### config.mk
export PLATFORM = sky130hd
export DESIGN_NAME = record_cmd
export DESIGN_NICKNAME = d
export VERILOG_FILES = /design/src/verilog/node_sel_mem.v /design/src/verilog/record_cmd.v
export VERILOG_INCLUDE_DIRS = /design/src /design/src/shared
export SDC_FILE = /design/constraint.sdc
export NUM_CORES = 1
export LEC_CHECK = 0
export ABC_AREA = 1
export BUFFER_PORTS_ARGS = -buffer_cell sky130_fd_sc_hd__buf_2
export CORE_MARGIN = 2
export CORE_UTILIZATION = 55
export DETAILED_ROUTE_END_ITERATION = 16
export PLACE_DENSITY = 0.78
export SETUP_SLACK_MARGIN = 0.15
export SYNTH_ARGS = -nofsm -noshare
export SYNTH_HDL_FRONTEND = slang
export SYNTH_HIERARCHICAL = 1
export SYNTH_SLANG_ARGS = --single-unit
### constraint.sdc
create_clock -name clk -period 5.81 [get_ports clk]
set_input_delay 0.8715 -clock clk [delete_from_list [all_inputs] [get_ports clk]]
set_output_delay 0.8715 -clock clk [all_outputs]
set_load 0.05 [all_outputs]
### src/shared/record_cmd_map.vh
// Record command constants for the node command interpreter
`ifndef RECORD_CMD_MAP_VH
`define RECORD_CMD_MAP_VH
`define REC_WRITE_PARAM 8'h42
`define REC_RESET_NODE 8'h43
`define REC_SELECT_NODE 8'h44
`define REC_STORE_PARAM 8'h45
`define REC_STORE_CFG 8'h46
`define REQ_INDEX 8'h01
`define REQ_SUBSLOT 8'h01
`define SLOT_SEG_ONE 8'h00
`define SLOT_SEG_TWO 8'h64
`define STORE_TRIGGER 8'h01
`define PARAM_MSB 3
`define ADDR_MSB 6
`define OP_PARAM 3'h1
`define OP_RESET 3'h2
`define OP_SELECT 3'h3
`define OP_STORE_PARAM 3'h4
`define OP_STORE_CFG 3'h5
`define RESP_STATUS_OK 8'h00
`define RESP_STATUS_NOK 8'h01
`endif

### src/verilog/node_sel_mem.v
// Per-segment node selection and stored node replies
`timescale 1ns/10ps
`default_nettype none
module node_sel_mem (
	input wire clk,
	input wire sys_rst,
	input wire seg,
	input wire sel_we,
	input wire [6:0] sel_addr,
	input wire prm_we,
	input wire [7:0] prm_reply,
	input wire rst_we,
	input wire [7:0] rst_reply,
	output reg sel_valid,
	output reg [6:0] sel_node,
	output reg [7:0] prm_reply_q,
	output reg [7:0] rst_reply_q
);
	reg [1:0] valid_r;
	reg [6:0] node_r [0:1];
	reg [7:0] prm_r [0:1];
	reg [7:0] rsr_r [0:1];
	always @(posedge clk) begin
		if (sys_rst) begin
			valid_r <= 2'h0;
			node_r[0] <= 7'h00;
			node_r[1] <= 7'h00;
			prm_r[0] <= 8'h00;
			prm_r[1] <= 8'h00;
			rsr_r[0] <= 8'h00;
			rsr_r[1] <= 8'h00;
			sel_valid <= 1'b0;
			sel_node <= 7'h00;
			prm_reply_q <= 8'h00;
			rst_reply_q <= 8'h00;
		end else begin
			if (sel_we) begin
				valid_r[seg] <= 1'b1;
				node_r[seg] <= sel_addr;
			end
			if (prm_we)
				prm_r[seg] <= prm_reply;
			if (rst_we)
				rsr_r[seg] <= rst_reply;
			sel_valid <= valid_r[seg];
			sel_node <= node_r[seg];
			prm_reply_q <= prm_r[seg];
			rst_reply_q <= rsr_r[seg];
		end
	end
endmodule
`default_nettype wire

### src/verilog/record_cmd.v
// Record request interpreter for node parameter, reset, select and store
`timescale 1ns/10ps
`default_nettype none
`include "record_cmd_map.vh"
module record_cmd (
	input wire clk,
	input wire sys_rst,
	input wire req_valid,
	output wire req_ready,
	input wire req_write,
	input wire [7:0] req_index,
	input wire [7:0] req_record,
	input wire [7:0] req_slot,
	input wire [7:0] req_subslot,
	input wire [7:0] req_byte2,
	output reg rsp_valid,
	output reg [7:0] rsp_byte2,
	output reg [7:0] rsp_byte4,
	output reg request_result_flag,
	output reg mst_valid,
	input wire mst_done,
	input wire mst_ok,
	input wire [7:0] mst_reply,
	output reg mst_seg,
	output reg [2:0] mst_op,
	output reg [6:0] mst_node,
	output reg param_bit_zero,
	output reg param_bit_one,
	output reg param_bit_two,
	output reg param_bit_three
);
	localparam ST_IDLE = 2'h0;
	localparam ST_LOOK = 2'h1;
	localparam ST_WAIT = 2'h2;
	localparam ST_DONE = 2'h3;
	reg [1:0] state_r, state_nxt;
	reg wr_r, seg_r;
	reg [7:0] rec_r, dat_r;
	reg hdr_ok_r;
	reg ok_r;
	reg [7:0] b2_r;
	wire sel_valid;
	wire [6:0] sel_node;
	wire [7:0] prm_reply_q, rst_reply_q;
	wire sel_we, prm_we, rst_we;
	wire [7:0] b2_nxt;
	// Read side follows the request being taken, so LOOK sees its segment
	wire seg_rd = (state_r == ST_IDLE) ? (req_slot == `SLOT_SEG_TWO) :
		seg_r;
	assign req_ready = (state_r == ST_IDLE);
	node_sel_mem u_mem (
		.clk(clk),
		.sys_rst(sys_rst),
		.seg(seg_rd),
		.sel_we(sel_we),
		.sel_addr(dat_r[`ADDR_MSB:0]),
		.prm_we(prm_we),
		.prm_reply(mst_reply),
		.rst_we(rst_we),
		.rst_reply(mst_reply),
		.sel_valid(sel_valid),
		.sel_node(sel_node),
		.prm_reply_q(prm_reply_q),
		.rst_reply_q(rst_reply_q)
	);
	function slot_known;
		input [7:0] s;
		slot_known = (s == `SLOT_SEG_ONE) || (s == `SLOT_SEG_TWO);
	endfunction
	function [2:0] op_of;
		input [7:0] r;
		input [7:0] d;
		begin
			case (r)
			`REC_WRITE_PARAM: op_of = `OP_PARAM;
			`REC_RESET_NODE: op_of = `OP_RESET;
			`REC_SELECT_NODE: op_of = `OP_SELECT;
			`REC_STORE_PARAM: op_of = (d == `STORE_TRIGGER) ?
				`OP_STORE_PARAM : 3'h0;
			`REC_STORE_CFG: op_of = (d == `STORE_TRIGGER) ?
				`OP_STORE_CFG : 3'h0;
			default: op_of = 3'h0;
			endcase
		end
	endfunction
	wire [2:0] wr_op = op_of(rec_r, dat_r);
	wire need_sel = (wr_op == `OP_PARAM) || (wr_op == `OP_RESET);
	wire rd_ok = (rec_r == `REC_WRITE_PARAM) || (rec_r == `REC_RESET_NODE);
	wire go_master = wr_r && hdr_ok_r && (wr_op != 3'h0) &&
		!(need_sel && !sel_valid);
	assign sel_we = (state_r == ST_WAIT) && mst_done && mst_ok &&
		(mst_op == `OP_SELECT);
	assign prm_we = (state_r == ST_WAIT) && mst_done &&
		(mst_op == `OP_PARAM);
	assign rst_we = (state_r == ST_WAIT) && mst_done &&
		(mst_op == `OP_RESET);
	assign b2_nxt = (rec_r == `REC_WRITE_PARAM) ? prm_reply_q : rst_reply_q;
	always @* begin
		state_nxt = state_r;
		case (state_r)
		ST_IDLE: if (req_valid) state_nxt = ST_LOOK;
		ST_LOOK: state_nxt = go_master ? ST_WAIT : ST_DONE;
		ST_WAIT: if (mst_done) state_nxt = ST_DONE;
		ST_DONE: state_nxt = ST_IDLE;
		default: state_nxt = ST_IDLE;
		endcase
	end
	always @(posedge clk) begin
		if (sys_rst) begin
			state_r <= ST_IDLE;
			wr_r <= 1'b0;
			seg_r <= 1'b0;
			rec_r <= 8'h00;
			dat_r <= 8'h00;
			hdr_ok_r <= 1'b0;
			ok_r <= 1'b0;
			b2_r <= 8'h00;
			rsp_valid <= 1'b0;
			rsp_byte2 <= 8'h00;
			rsp_byte4 <= 8'h00;
			request_result_flag <= 1'b0;
			mst_valid <= 1'b0;
			mst_seg <= 1'b0;
			mst_op <= 3'h0;
			mst_node <= 7'h00;
			param_bit_zero <= 1'b0;
			param_bit_one <= 1'b0;
			param_bit_two <= 1'b0;
			param_bit_three <= 1'b0;
		end else begin
			state_r <= state_nxt;
			rsp_valid <= 1'b0;
			mst_valid <= 1'b0;
			if (state_r == ST_IDLE && req_valid) begin
				wr_r <= req_write;
				rec_r <= req_record;
				dat_r <= req_byte2;
				seg_r <= (req_slot == `SLOT_SEG_TWO);
				hdr_ok_r <= slot_known(req_slot) &&
					(req_index == `REQ_INDEX) &&
					(req_subslot == `REQ_SUBSLOT);
			end
			if (state_r == ST_LOOK) begin
				ok_r <= wr_r ? 1'b0 : (hdr_ok_r && rd_ok && sel_valid);
				b2_r <= (hdr_ok_r && rd_ok && sel_valid) ? b2_nxt : 8'h00;
				if (go_master) begin
					mst_valid <= 1'b1;
					mst_seg <= seg_r;
					mst_op <= wr_op;
					mst_node <= ((wr_op == `OP_SELECT) ||
						(wr_op == `OP_RESET)) ?
						dat_r[`ADDR_MSB:0] : sel_node;
					param_bit_zero <= dat_r[0];
					param_bit_one <= dat_r[1];
					param_bit_two <= dat_r[2];
					param_bit_three <= dat_r[`PARAM_MSB];
				end
			end
			if (state_r == ST_WAIT && mst_done)
				ok_r <= mst_ok;
			if (state_r == ST_DONE) begin
				rsp_valid <= 1'b1;
				rsp_byte2 <= wr_r ? 8'h00 : b2_r;
				rsp_byte4 <= ok_r ? `RESP_STATUS_OK : `RESP_STATUS_NOK;
				request_result_flag <= ok_r;
			end
		end
	end
endmodule
`default_nettype wire
[Word level (Yosys, flattened, before mapping)]
Memory sizes are Yosys's and may differ from the RTL's. A register that Yosys moved wholly into a read port is not among the register bits.
Cells that the tools add are included.
Cells by class
  magnitude comparators: 2
  eq/ne operators: 20
  mux-type cells: 42
  bitwise logic cells: 2
  reductions and logical operators: 31
Operator list (number)
  $eq 8x7->1 const B: 6
  $mux 8: 5
  $mux 1: 28
  $eq 8x1->1 const B: 3
  $reduce_or 8->1: 2
  $logic_and 1x1->1: 15
  $pmux 3 s5: 1
  $mux 7: 2
  $eq 3x2->1 const B: 4
  $logic_not 8->1: 1
  $pmux 2 s4: 1
  $reduce_or 7->1: 1
  $eq 3x1->1 const B: 2
  $mux 3: 2
  $eq 2x2->1 const B: 2
  $logic_or 1x1->1: 4
  $mux 2: 2
  $ne 2x2->1 const B: 2
  $reduce_and 2->1: 2
  $reduce_bool 3->1: 1
  $eq 2x1->1 const B: 1
  $logic_not 1->1: 2
  $logic_not 2->1: 1
  $lt 1x2->1 const B: 1
  6 further kinds: 6
Word-level totals
  register bits: 67
  RAM bits: 46
  bits of input ports: 54
  output and inout bits: 35
  memories: 3
Memory list
  u_mem.prm_r: depth 2, bits a word 8, rd ports 1, clocked after Yosys merged registers in 1, write ports 2, line node_sel_mem.v:21  | reg [7:0] prm_r [0:1];
  u_mem.rsr_r: depth 2, bits a word 8, rd ports 1, clocked after Yosys merged registers in 1, write ports 2, line node_sel_mem.v:22  | reg [7:0] rsr_r [0:1];
  u_mem.node_r: depth 2, bits a word 7, rd ports 1, clocked after Yosys merged registers in 1, write ports 2, line node_sel_mem.v:20  | reg [6:0] node_r [0:1];

[Depth between registers and ports, before layout]
Gate-level depths: netlist of run 1.
  depth in word-level cells: 10
  gate-level depth with buffers: 13
  gate-level depth less buffers: 12

[By module]
The synthesis of run 1 kept the hierarchy.
Modules (own cells, without submodules)
  node_sel_mem: times used 1, cells an instance 287, area an instance 2796.4 µm²
  record_cmd: times used 1, cells an instance 395, area an instance 2756.4 µm²

[Worst setup path after synthesis of run 1]
No wires, ideal clock.
  path type: in2reg
  start point: input port req_slot[1]
  end point: memory u_mem.prm_r[1][0], enable pin
  arrival: 2.120 ns
  setup slack: 3.362 ns
  stages: 9
  path buffers: 2
  cell sequence: nor2_1 > inv_1 > nor3b_1 > nand4_1 > o21ai_0 > buf_6 > buf_6 > nand3_4 > nand2_1
RTL lines
  start: declaration: line record_cmd.v:13  | input wire [7:0] req_slot,
  end: declaration: line node_sel_mem.v:21

==> metrics.md, run 1 <==
| Metric | Value |
|---|---|
| Reg-to-reg endpoint | `u_mem/prm_r[0][4]` |
| Setup bufs post-CTS | `0` |
| Dpl hpwl | `8.65 mm` |
| Drt drc | `0` |
| Final setup viols | `0` |
| Detail Route Antenna Nets | `0` |
| Nets | `814` |
| CTS clock-pin slew for the worst setup and hold paths | `0.06 ns` |
| Global-route wire length before repair | `20.3 mm` |
| Initial antenna violation count | `0` |
| Initial core utilization | `56.8%` |
| Placed cell areas | `5970 um^2` |
| Layout area overhead | `18.4%` |
| GR Overflow Total | `0` |
| Max Transition Viols Final | `0` |
| Number of global-route vias before repair | `4397` |
| H-Tree Depth | `4` |
| Area of the die | `10900 um^2` |
| Status | `finished clean` |
| Final TNS setup | `0 ns` |
| Syn Area/Cell | `8.14 um^2` |
| Worst-Margin Slew | `0.932 ns` |
| Reg-to-Reg Start | `state_r[0]` |
| CP max FO | `52` |
| Gate Count Post-Synth | `682` |
| Lkg Pwr | `0.00293 uW` |
| Worst hold stages | `2` |
| Clock Sinks | `129` |
| Final Wtd Congestion | `0.871` |
| Post_cts resized | `0` |
| Vias | `4482` |
| Hold_sp | `u_mem/valid_r[0]` |
| RSZ-0062 raised after global routing | `false` |
| Min Hold Slack | `0.463 ns` |
| Die Wd | `104 um` |
| Kind of critical path | `in -> reg` |
| WP data required | `6.01 ns` |
| Sequential element share of the synthesized area | `54.8%` |
| Fin. Hold Viols | `0` |
| DR iter-0 viols | `249` |
| FF-to-FF path depth | `6` |
| Number of max-cap violations | `0` |
| Peak Freq | `397 MHz` |
| Drt wl/cell | `13.3 um` |
| CTS Root Cell | `clkbuf_8` |
| Hold EP | `u_mem/valid_r[0]` |
| Clock skew | `0.00937 ns` |
| Synth warn | `6` |
| Power per Cell Area | `384 nW/um^2` |
| Antenna Cells | `0` |
| CTS Buffer Depth | `2` |
| Max_slew headroom | `37.3%` |
| Drt pass-1 iters | `5` |
| Yosys cell types | `37` |
| Period Utilization, post-route | `43.4%` |
| CP endpoint kind | `flip-flop` |
| CTS Buf Count | `17` |
| Largest net degree at the start of global routing | `53` |
| Critical path launch point type | `input pin` |
| Final WL | `12.0 mm` |
| Total track usage | `23.3%` |
| Most frequent cells in the layout | `nor2_1, nand2_1, inv_1` |
| Hold buffer count at CTS | `0` |
| Top Ports | `89` |
| CTS tree | `yes` |
| Layout cells sized above 1 | `17.2%` |
| Flop-to-flop setup slack | `3.30 ns` |
| Netlist Area Pre-Place | `5550 um^2` |
| Die H | `104 um` |
| Core ar. | `9770 um^2` |
| Tmin final | `2.52 ns` |
| Synth top area share | `29.9%` |
| Worst-Skew Late Latency | `0.52 ns` |
| Hold WC Path Type | `reg -> reg` |
| Data arrival, critical path | `2.72 ns` |
| Synth area leaders | `dfxtp_1, edfxtp_1, nor2_1` |
| Row cnt | `36` |
| VDD IR max | `0.000261 V` |
| # port buffers | `81` |
| Commonest non-fill, non-tap cell in the layout | `nor2_1` |
| Yosys top cell by area | `dfxtp_1` |
| FF+latch count, synth | `129` |
| Design Area, Final | `6580 um^2` |
| Vias/cell | `4.97` |
-- where the power goes --
| part | leakage [uW] | switching, uW | internal (uW) | total [uW] |
|---|---|---|---|---|
| combinational | 0.00149 | 307 | 110 | 416 |
| sequential | 0.00114 | 41.7 | 1010 | 1050 |
| clock | 0.000295 | 420 | 634 | 1050 |
-- sequential cells by signal (all words and copies together) (netlist names), 7 cells and up --
signal / count
rec_r: 8
u_mem/prm_reply_q: 8
u_mem/sel_node: 7
u_mem/node_r: 14
u_mem/prm_r: 16
dat_r: 8
u_mem/rst_reply_q: 8
u_mem/rsr_r: 16
mst_node: 7
rsp_byte2: 8
b2_r: 8
-- worst max-delay path, cell delays in order --
cell and delay, ns:
buf_2 0.10, nor2_1 0.09, inv_1 0.05, nor3b_1 0.18, nand4_1 0.21, o21ai_4 0.20, buf_4 0.46, inv_2 0.13
nand3_2 0.19, nand2_1 0.23
-- how the worst max path moves through the flow --
stage	start	end	slack, ns
floorplan	req_slot[1]	u_mem/prm_r[1][0]	3.36
CTS	state_r[0]	u_mem/prm_r[0][4]	3.26
global placement	req_slot[1]	u_mem/prm_r[0][1]	2.83
global route	req_slot[1]	u_mem/prm_r[0][4]	3.03
detailed placement	req_slot[1]	u_mem/node_r[1][0]	2.76
finish	req_slot[1]	u_mem/prm_r[0][4]	3.29
-- final cells by class --
type                            instances  area (um^2)
Fill cell                             798         3200
Sequential cell                       129         3040
Multi-Input combinational cell        411         1920
Clock buffer                           19          464
Inverter                              115          434
Timing Repair Buffer                   82          413
Tap cell                              133          166
Clock inverter                         13          139
-- through the flow --
stage	setup slack (ns)	std cells	total power [uW]	utilization, %
floorplan	3.36	688	1390	-
global placement	2.83	870	1470	61.1
detailed placement	2.76	870	1480	61.1
CTS	3.26	902	2540	67.3
global route	3.03	902	2650	67.3
finish	3.29	902	2520	67.3
-- Yosys cell counts, drive strengths merged --
master and n:
nor2 134, nand2 133, inv 111, dfxtp 83, edfxtp 46, a21oi 34, o21ai 34, buf 22
nand3 20, nand4 18, clkbuf 11, o221ai 6, nor3 5, nor4 5, clkinv 4, ha 4
and2 2, nand3b 2, o21a 2, a211oi 1, a21o 1, a31oi 1, conb 1, nor3b 1
o22ai 1
-- layer usage --
layer | up-vias | GRT usage (%) | wire length, um
met1 | 2033 | 29.0 | 5350
met2 | 151 | 39.1 | 5780
met3 | 17 | 6.02 | 656
met5 | - | 0 | 0
met4 | 0 | 8.49 | 175
li1 | 2281 | - | -
-- kinds of logic after synthesis --
group / Yosys count / synth area share [%]
compound gates: 80 / 7.91
fa+ha+maj: 4 / 0.901
buf+inv: 148 / 11.3
flops: 129 / 54.8
other cells: 1 / 0.0675
simple gates: 320 / 25.0
(Power assumes the default switching activity.)
==> run 2, diff against run 1 <==
Settings changed: CORE_UTILIZATION 55 to 51, PLACE_DENSITY 0.78 to 0.76.
Clock period 5.81 ns to 2.3 ns, I/O delays scaled along.
==> run 2 against run 1 <==
  * Critical path depth shrank 3
  * Critical path type is now reg -> reg
  * Utilization shrank 5.3 points
  * Sequential share of layout area shrank 0.60 points
  * Combinational power grew to 2.6 times the previous value
  * First-iteration DRC count grew 36%
  * Worst hold slack lost 0.38 ns
  * Largest cell class unchanged
  * Global-route usage shrank 1.8 points
  * Cell count grew 2.3%
  * Total power grew 150%
==> metrics.md, run 2 (same netlist as run 1, synthesis figures left out) <==
| Metric | Value |
|---|---|
| Nets | `828 (was 814)` |
| Layout cells sized above 1 | `18.8% (was 17.2%)` |
| Slowest CP cell | `o21ai_4 (was buf_4)` |
| Core ar. | `10700 um^2 (was 9770 um^2)` |
| CP max FO | `9 (was 52)` |
| GR Overflow Total | `0 (unchanged)` |
| VDD IR max | `0.000499 V (was 0.000261 V)` |
| Top Ports | `89 (unchanged)` |
| Row cnt | `38 (was 36)` |
| Dpl hpwl | `8.47 mm (was 8.65 mm)` |
| Die Wd | `108 um (was 104 um)` |
| Die H | `108 um (was 104 um)` |
| Final TNS setup | `0 ns (unchanged)` |
| Top Registers | `u_mem/prm_r: 16 flops, u_mem/rsr_r: 16 flops, u_mem/node_r: 14 flops (unchanged)` |
| Critical path launch point type | `flip-flop (was input pin)` |
| Tmin final | `1.99 ns` |
| Vias | `4545 (was 4482)` |
| H-Tree Depth | `4 (unchanged)` |
| Lkg Pwr | `0.00298 uW (was 0.00293 uW)` |
| Data arrival, critical path | `2.19 ns (was 2.72 ns)` |
| Total track usage | `21.5% (was 23.3%)` |
| Largest net degree at the start of global routing | `38 (was 53)` |
| Hold WC Path Type | `in -> reg (was reg -> reg)` |
| Peak Freq | `503 MHz` |
| Drt wl/cell | `12.7 um (was 13.3 um)` |
| Most frequent cells in the layout | `nor2_1, nand2_1, inv_1 (unchanged)` |
| Initial antenna violation count | `0 (unchanged)` |
| Commonest non-fill, non-tap cell in the layout | `nor2_1 (unchanged)` |
| Multi-input logic area | `1930 um^2 (was 1920 um^2)` |
| Power per Cell Area | `943 nW/um^2 (was 384 nW/um^2)` |
| Worst path cell trace | `inv_1 -> ha_2 -> inv_1 -> o21ai_4 -> inv_2 -> nand3_2 -> nand2_1 (was buf_2 -> nor2_1 -> inv_1 -> nor3b_1 -> nand4_1 -> o21ai_4 -> buf_4 -> inv_2 -> nand3_2 -> nand2_1)` |
| Setup bufs post-CTS | `0 (unchanged)` |
| Worst-Skew Late Latency | `0.52 ns (about the same)` |
| Area of the die | `11700 um^2 (was 10900 um^2)` |
| Buf/Inv on CP | `3 (was 4)` |
| Clock Sinks | `129 (unchanged)` |
| CTS Buffer Depth | `2 (unchanged)` |
| Worst path most repeated cell | `inv_1` |
| DR iter-0 viols | `338 (was 249)` |
| Clock skew | `0.00824 ns (was 0.00937 ns)` |
| Antenna Cells | `0 (unchanged)` |
| CP endpoint kind | `flip-flop (unchanged)` |
| Max Transition Viols Final | `0 (unchanged)` |
| RSZ-0062 raised after global routing | `false (unchanged)` |
| Fin. Hold Viols | `0 (unchanged)` |
| Detail Route Antenna Nets | `0 (unchanged)` |
| Hold buffer count at CTS | `0 (unchanged)` |
| Final setup viols | `0 (unchanged)` |
| CTS clock-pin slew for the worst setup and hold paths | `0.06 ns (about the same)` |
| Initial core utilization | `51.7% (was 56.8%)` |
| Drt pass-1 iters | `5 (unchanged)` |
| CTS Buf Count | `17 (unchanged)` |
| Fin util | `62.0% (was 67.3%)` |
| WP data required | `2.50 ns (was 6.01 ns)` |
| Status | `finished clean (unchanged)` |
| Drt drc | `0 (unchanged)` |
| Final Wtd Congestion | `0.844 (was 0.871)` |
| CTS Root Cell | `clkbuf_8 (unchanged)` |
| Final WL | `11.8 mm (was 12.0 mm)` |
| Number of max-cap violations | `0 (unchanged)` |
| Vias/cell | `4.92 (was 4.97)` |
| Post_cts resized | `0 (unchanged)` |
| Period Utilization, post-route | `86.4%` |
| CTS tree | `yes (unchanged)` |
| Global-route wire length before repair | `19.4 mm (was 20.3 mm)` |
| Number of global-route vias before repair | `4294 (was 4397)` |
| Worst-Margin Slew | `0.624 ns (was 0.932 ns)` |
| Register area | `3040 um^2 (unchanged)` |
| Fill count | `894 (was 798)` |
| # port buffers | `81 (unchanged)` |
| Max_slew headroom | `58.2% (was 37.3%)` |
| CP delay by family, top | `compound AO/OA/AOI/OAI gates (was simple AND/OR/NAND/NOR gates)` |
| Critical Path Max Stage Delay | `0.41 ns (was 0.46 ns)` |
| Kind of critical path | `reg -> reg (was in -> reg)` |
| Layout area overhead | `20.0% (was 18.4%)` |
[run 2: cell types whose count changed in the layout (fill, tap and decap cells not counted), sizes merged]
| cell | change |
|---|---|
| clkinv | +2 |
| clkbuf | -1 |
| inv | -1 |
| buf | +14 |
[run 2: power breakdown]
group	switching, uW	internal (uW)	leakage, uW
Combinational	787	307	0.00156
Sequential	105	2560	0.00114
Clock	1020	1510	0.000282
[run 2: worst paths after layout]
kind / start / end / slack (ns) / depth (start not counted)
worst max-delay path: state_r[0] / u_mem/rsr_r[0][6] / 0.31 / 7
worst min-delay path: req_record[6] / rec_r[6] / 0.09 / 3
worst max register to register: state_r[0] / u_mem/rsr_r[0][6] / 0.31 / 7
worst min register to register: u_mem/valid_r[0] / u_mem/valid_r[0] / 0.46 / 2
[run 2: metrics by stage]
step / total power (uW) / worst slack [ns] / instance area (um^2) / hold slack (ns) / instances
3_3_place_gp: 3740 / 0.173 / 6090 / 0.438 / 891
4_1_cts: 6310 / 0.332 / 6650 / 0.0566 / 923
6_report: 6280 / 0.313 / 6660 / 0.0850 / 923
3_5_place_dp: 3780 / 0.157 / 6090 / 0.447 / 891
5_1_grt: 6580 / 0.182 / 6660 / 0.0865 / 923
2_1_floorplan: 3500 / 0.178 / 5580 / 0.428 / 688
[run 2: layer usage]
layer	global-route usage, %	routed length [um]	vias up
met3	6.51	807	21
met4	9.25	244	0
li1	-	-	2307
met1	26.4	5380	2052
met2	35.2	5320	165
met5	0	0	-
[run 2: layout make-up]
type	instances	area share, %
Clock inverter	14	1.90
Multi-Input combinational cell	411	28.9
Sequential cell	129	45.7
Timing Repair Buffer	96	7.78
Inverter	115	6.52
Tap cell	140	2.63
Clock buffer	18	6.59
[run 2: worst min-delay path, stage by stage]
cell	delay (ns)
buf_2	0.07
o21ai_0	0.07
nor2_1	0.08
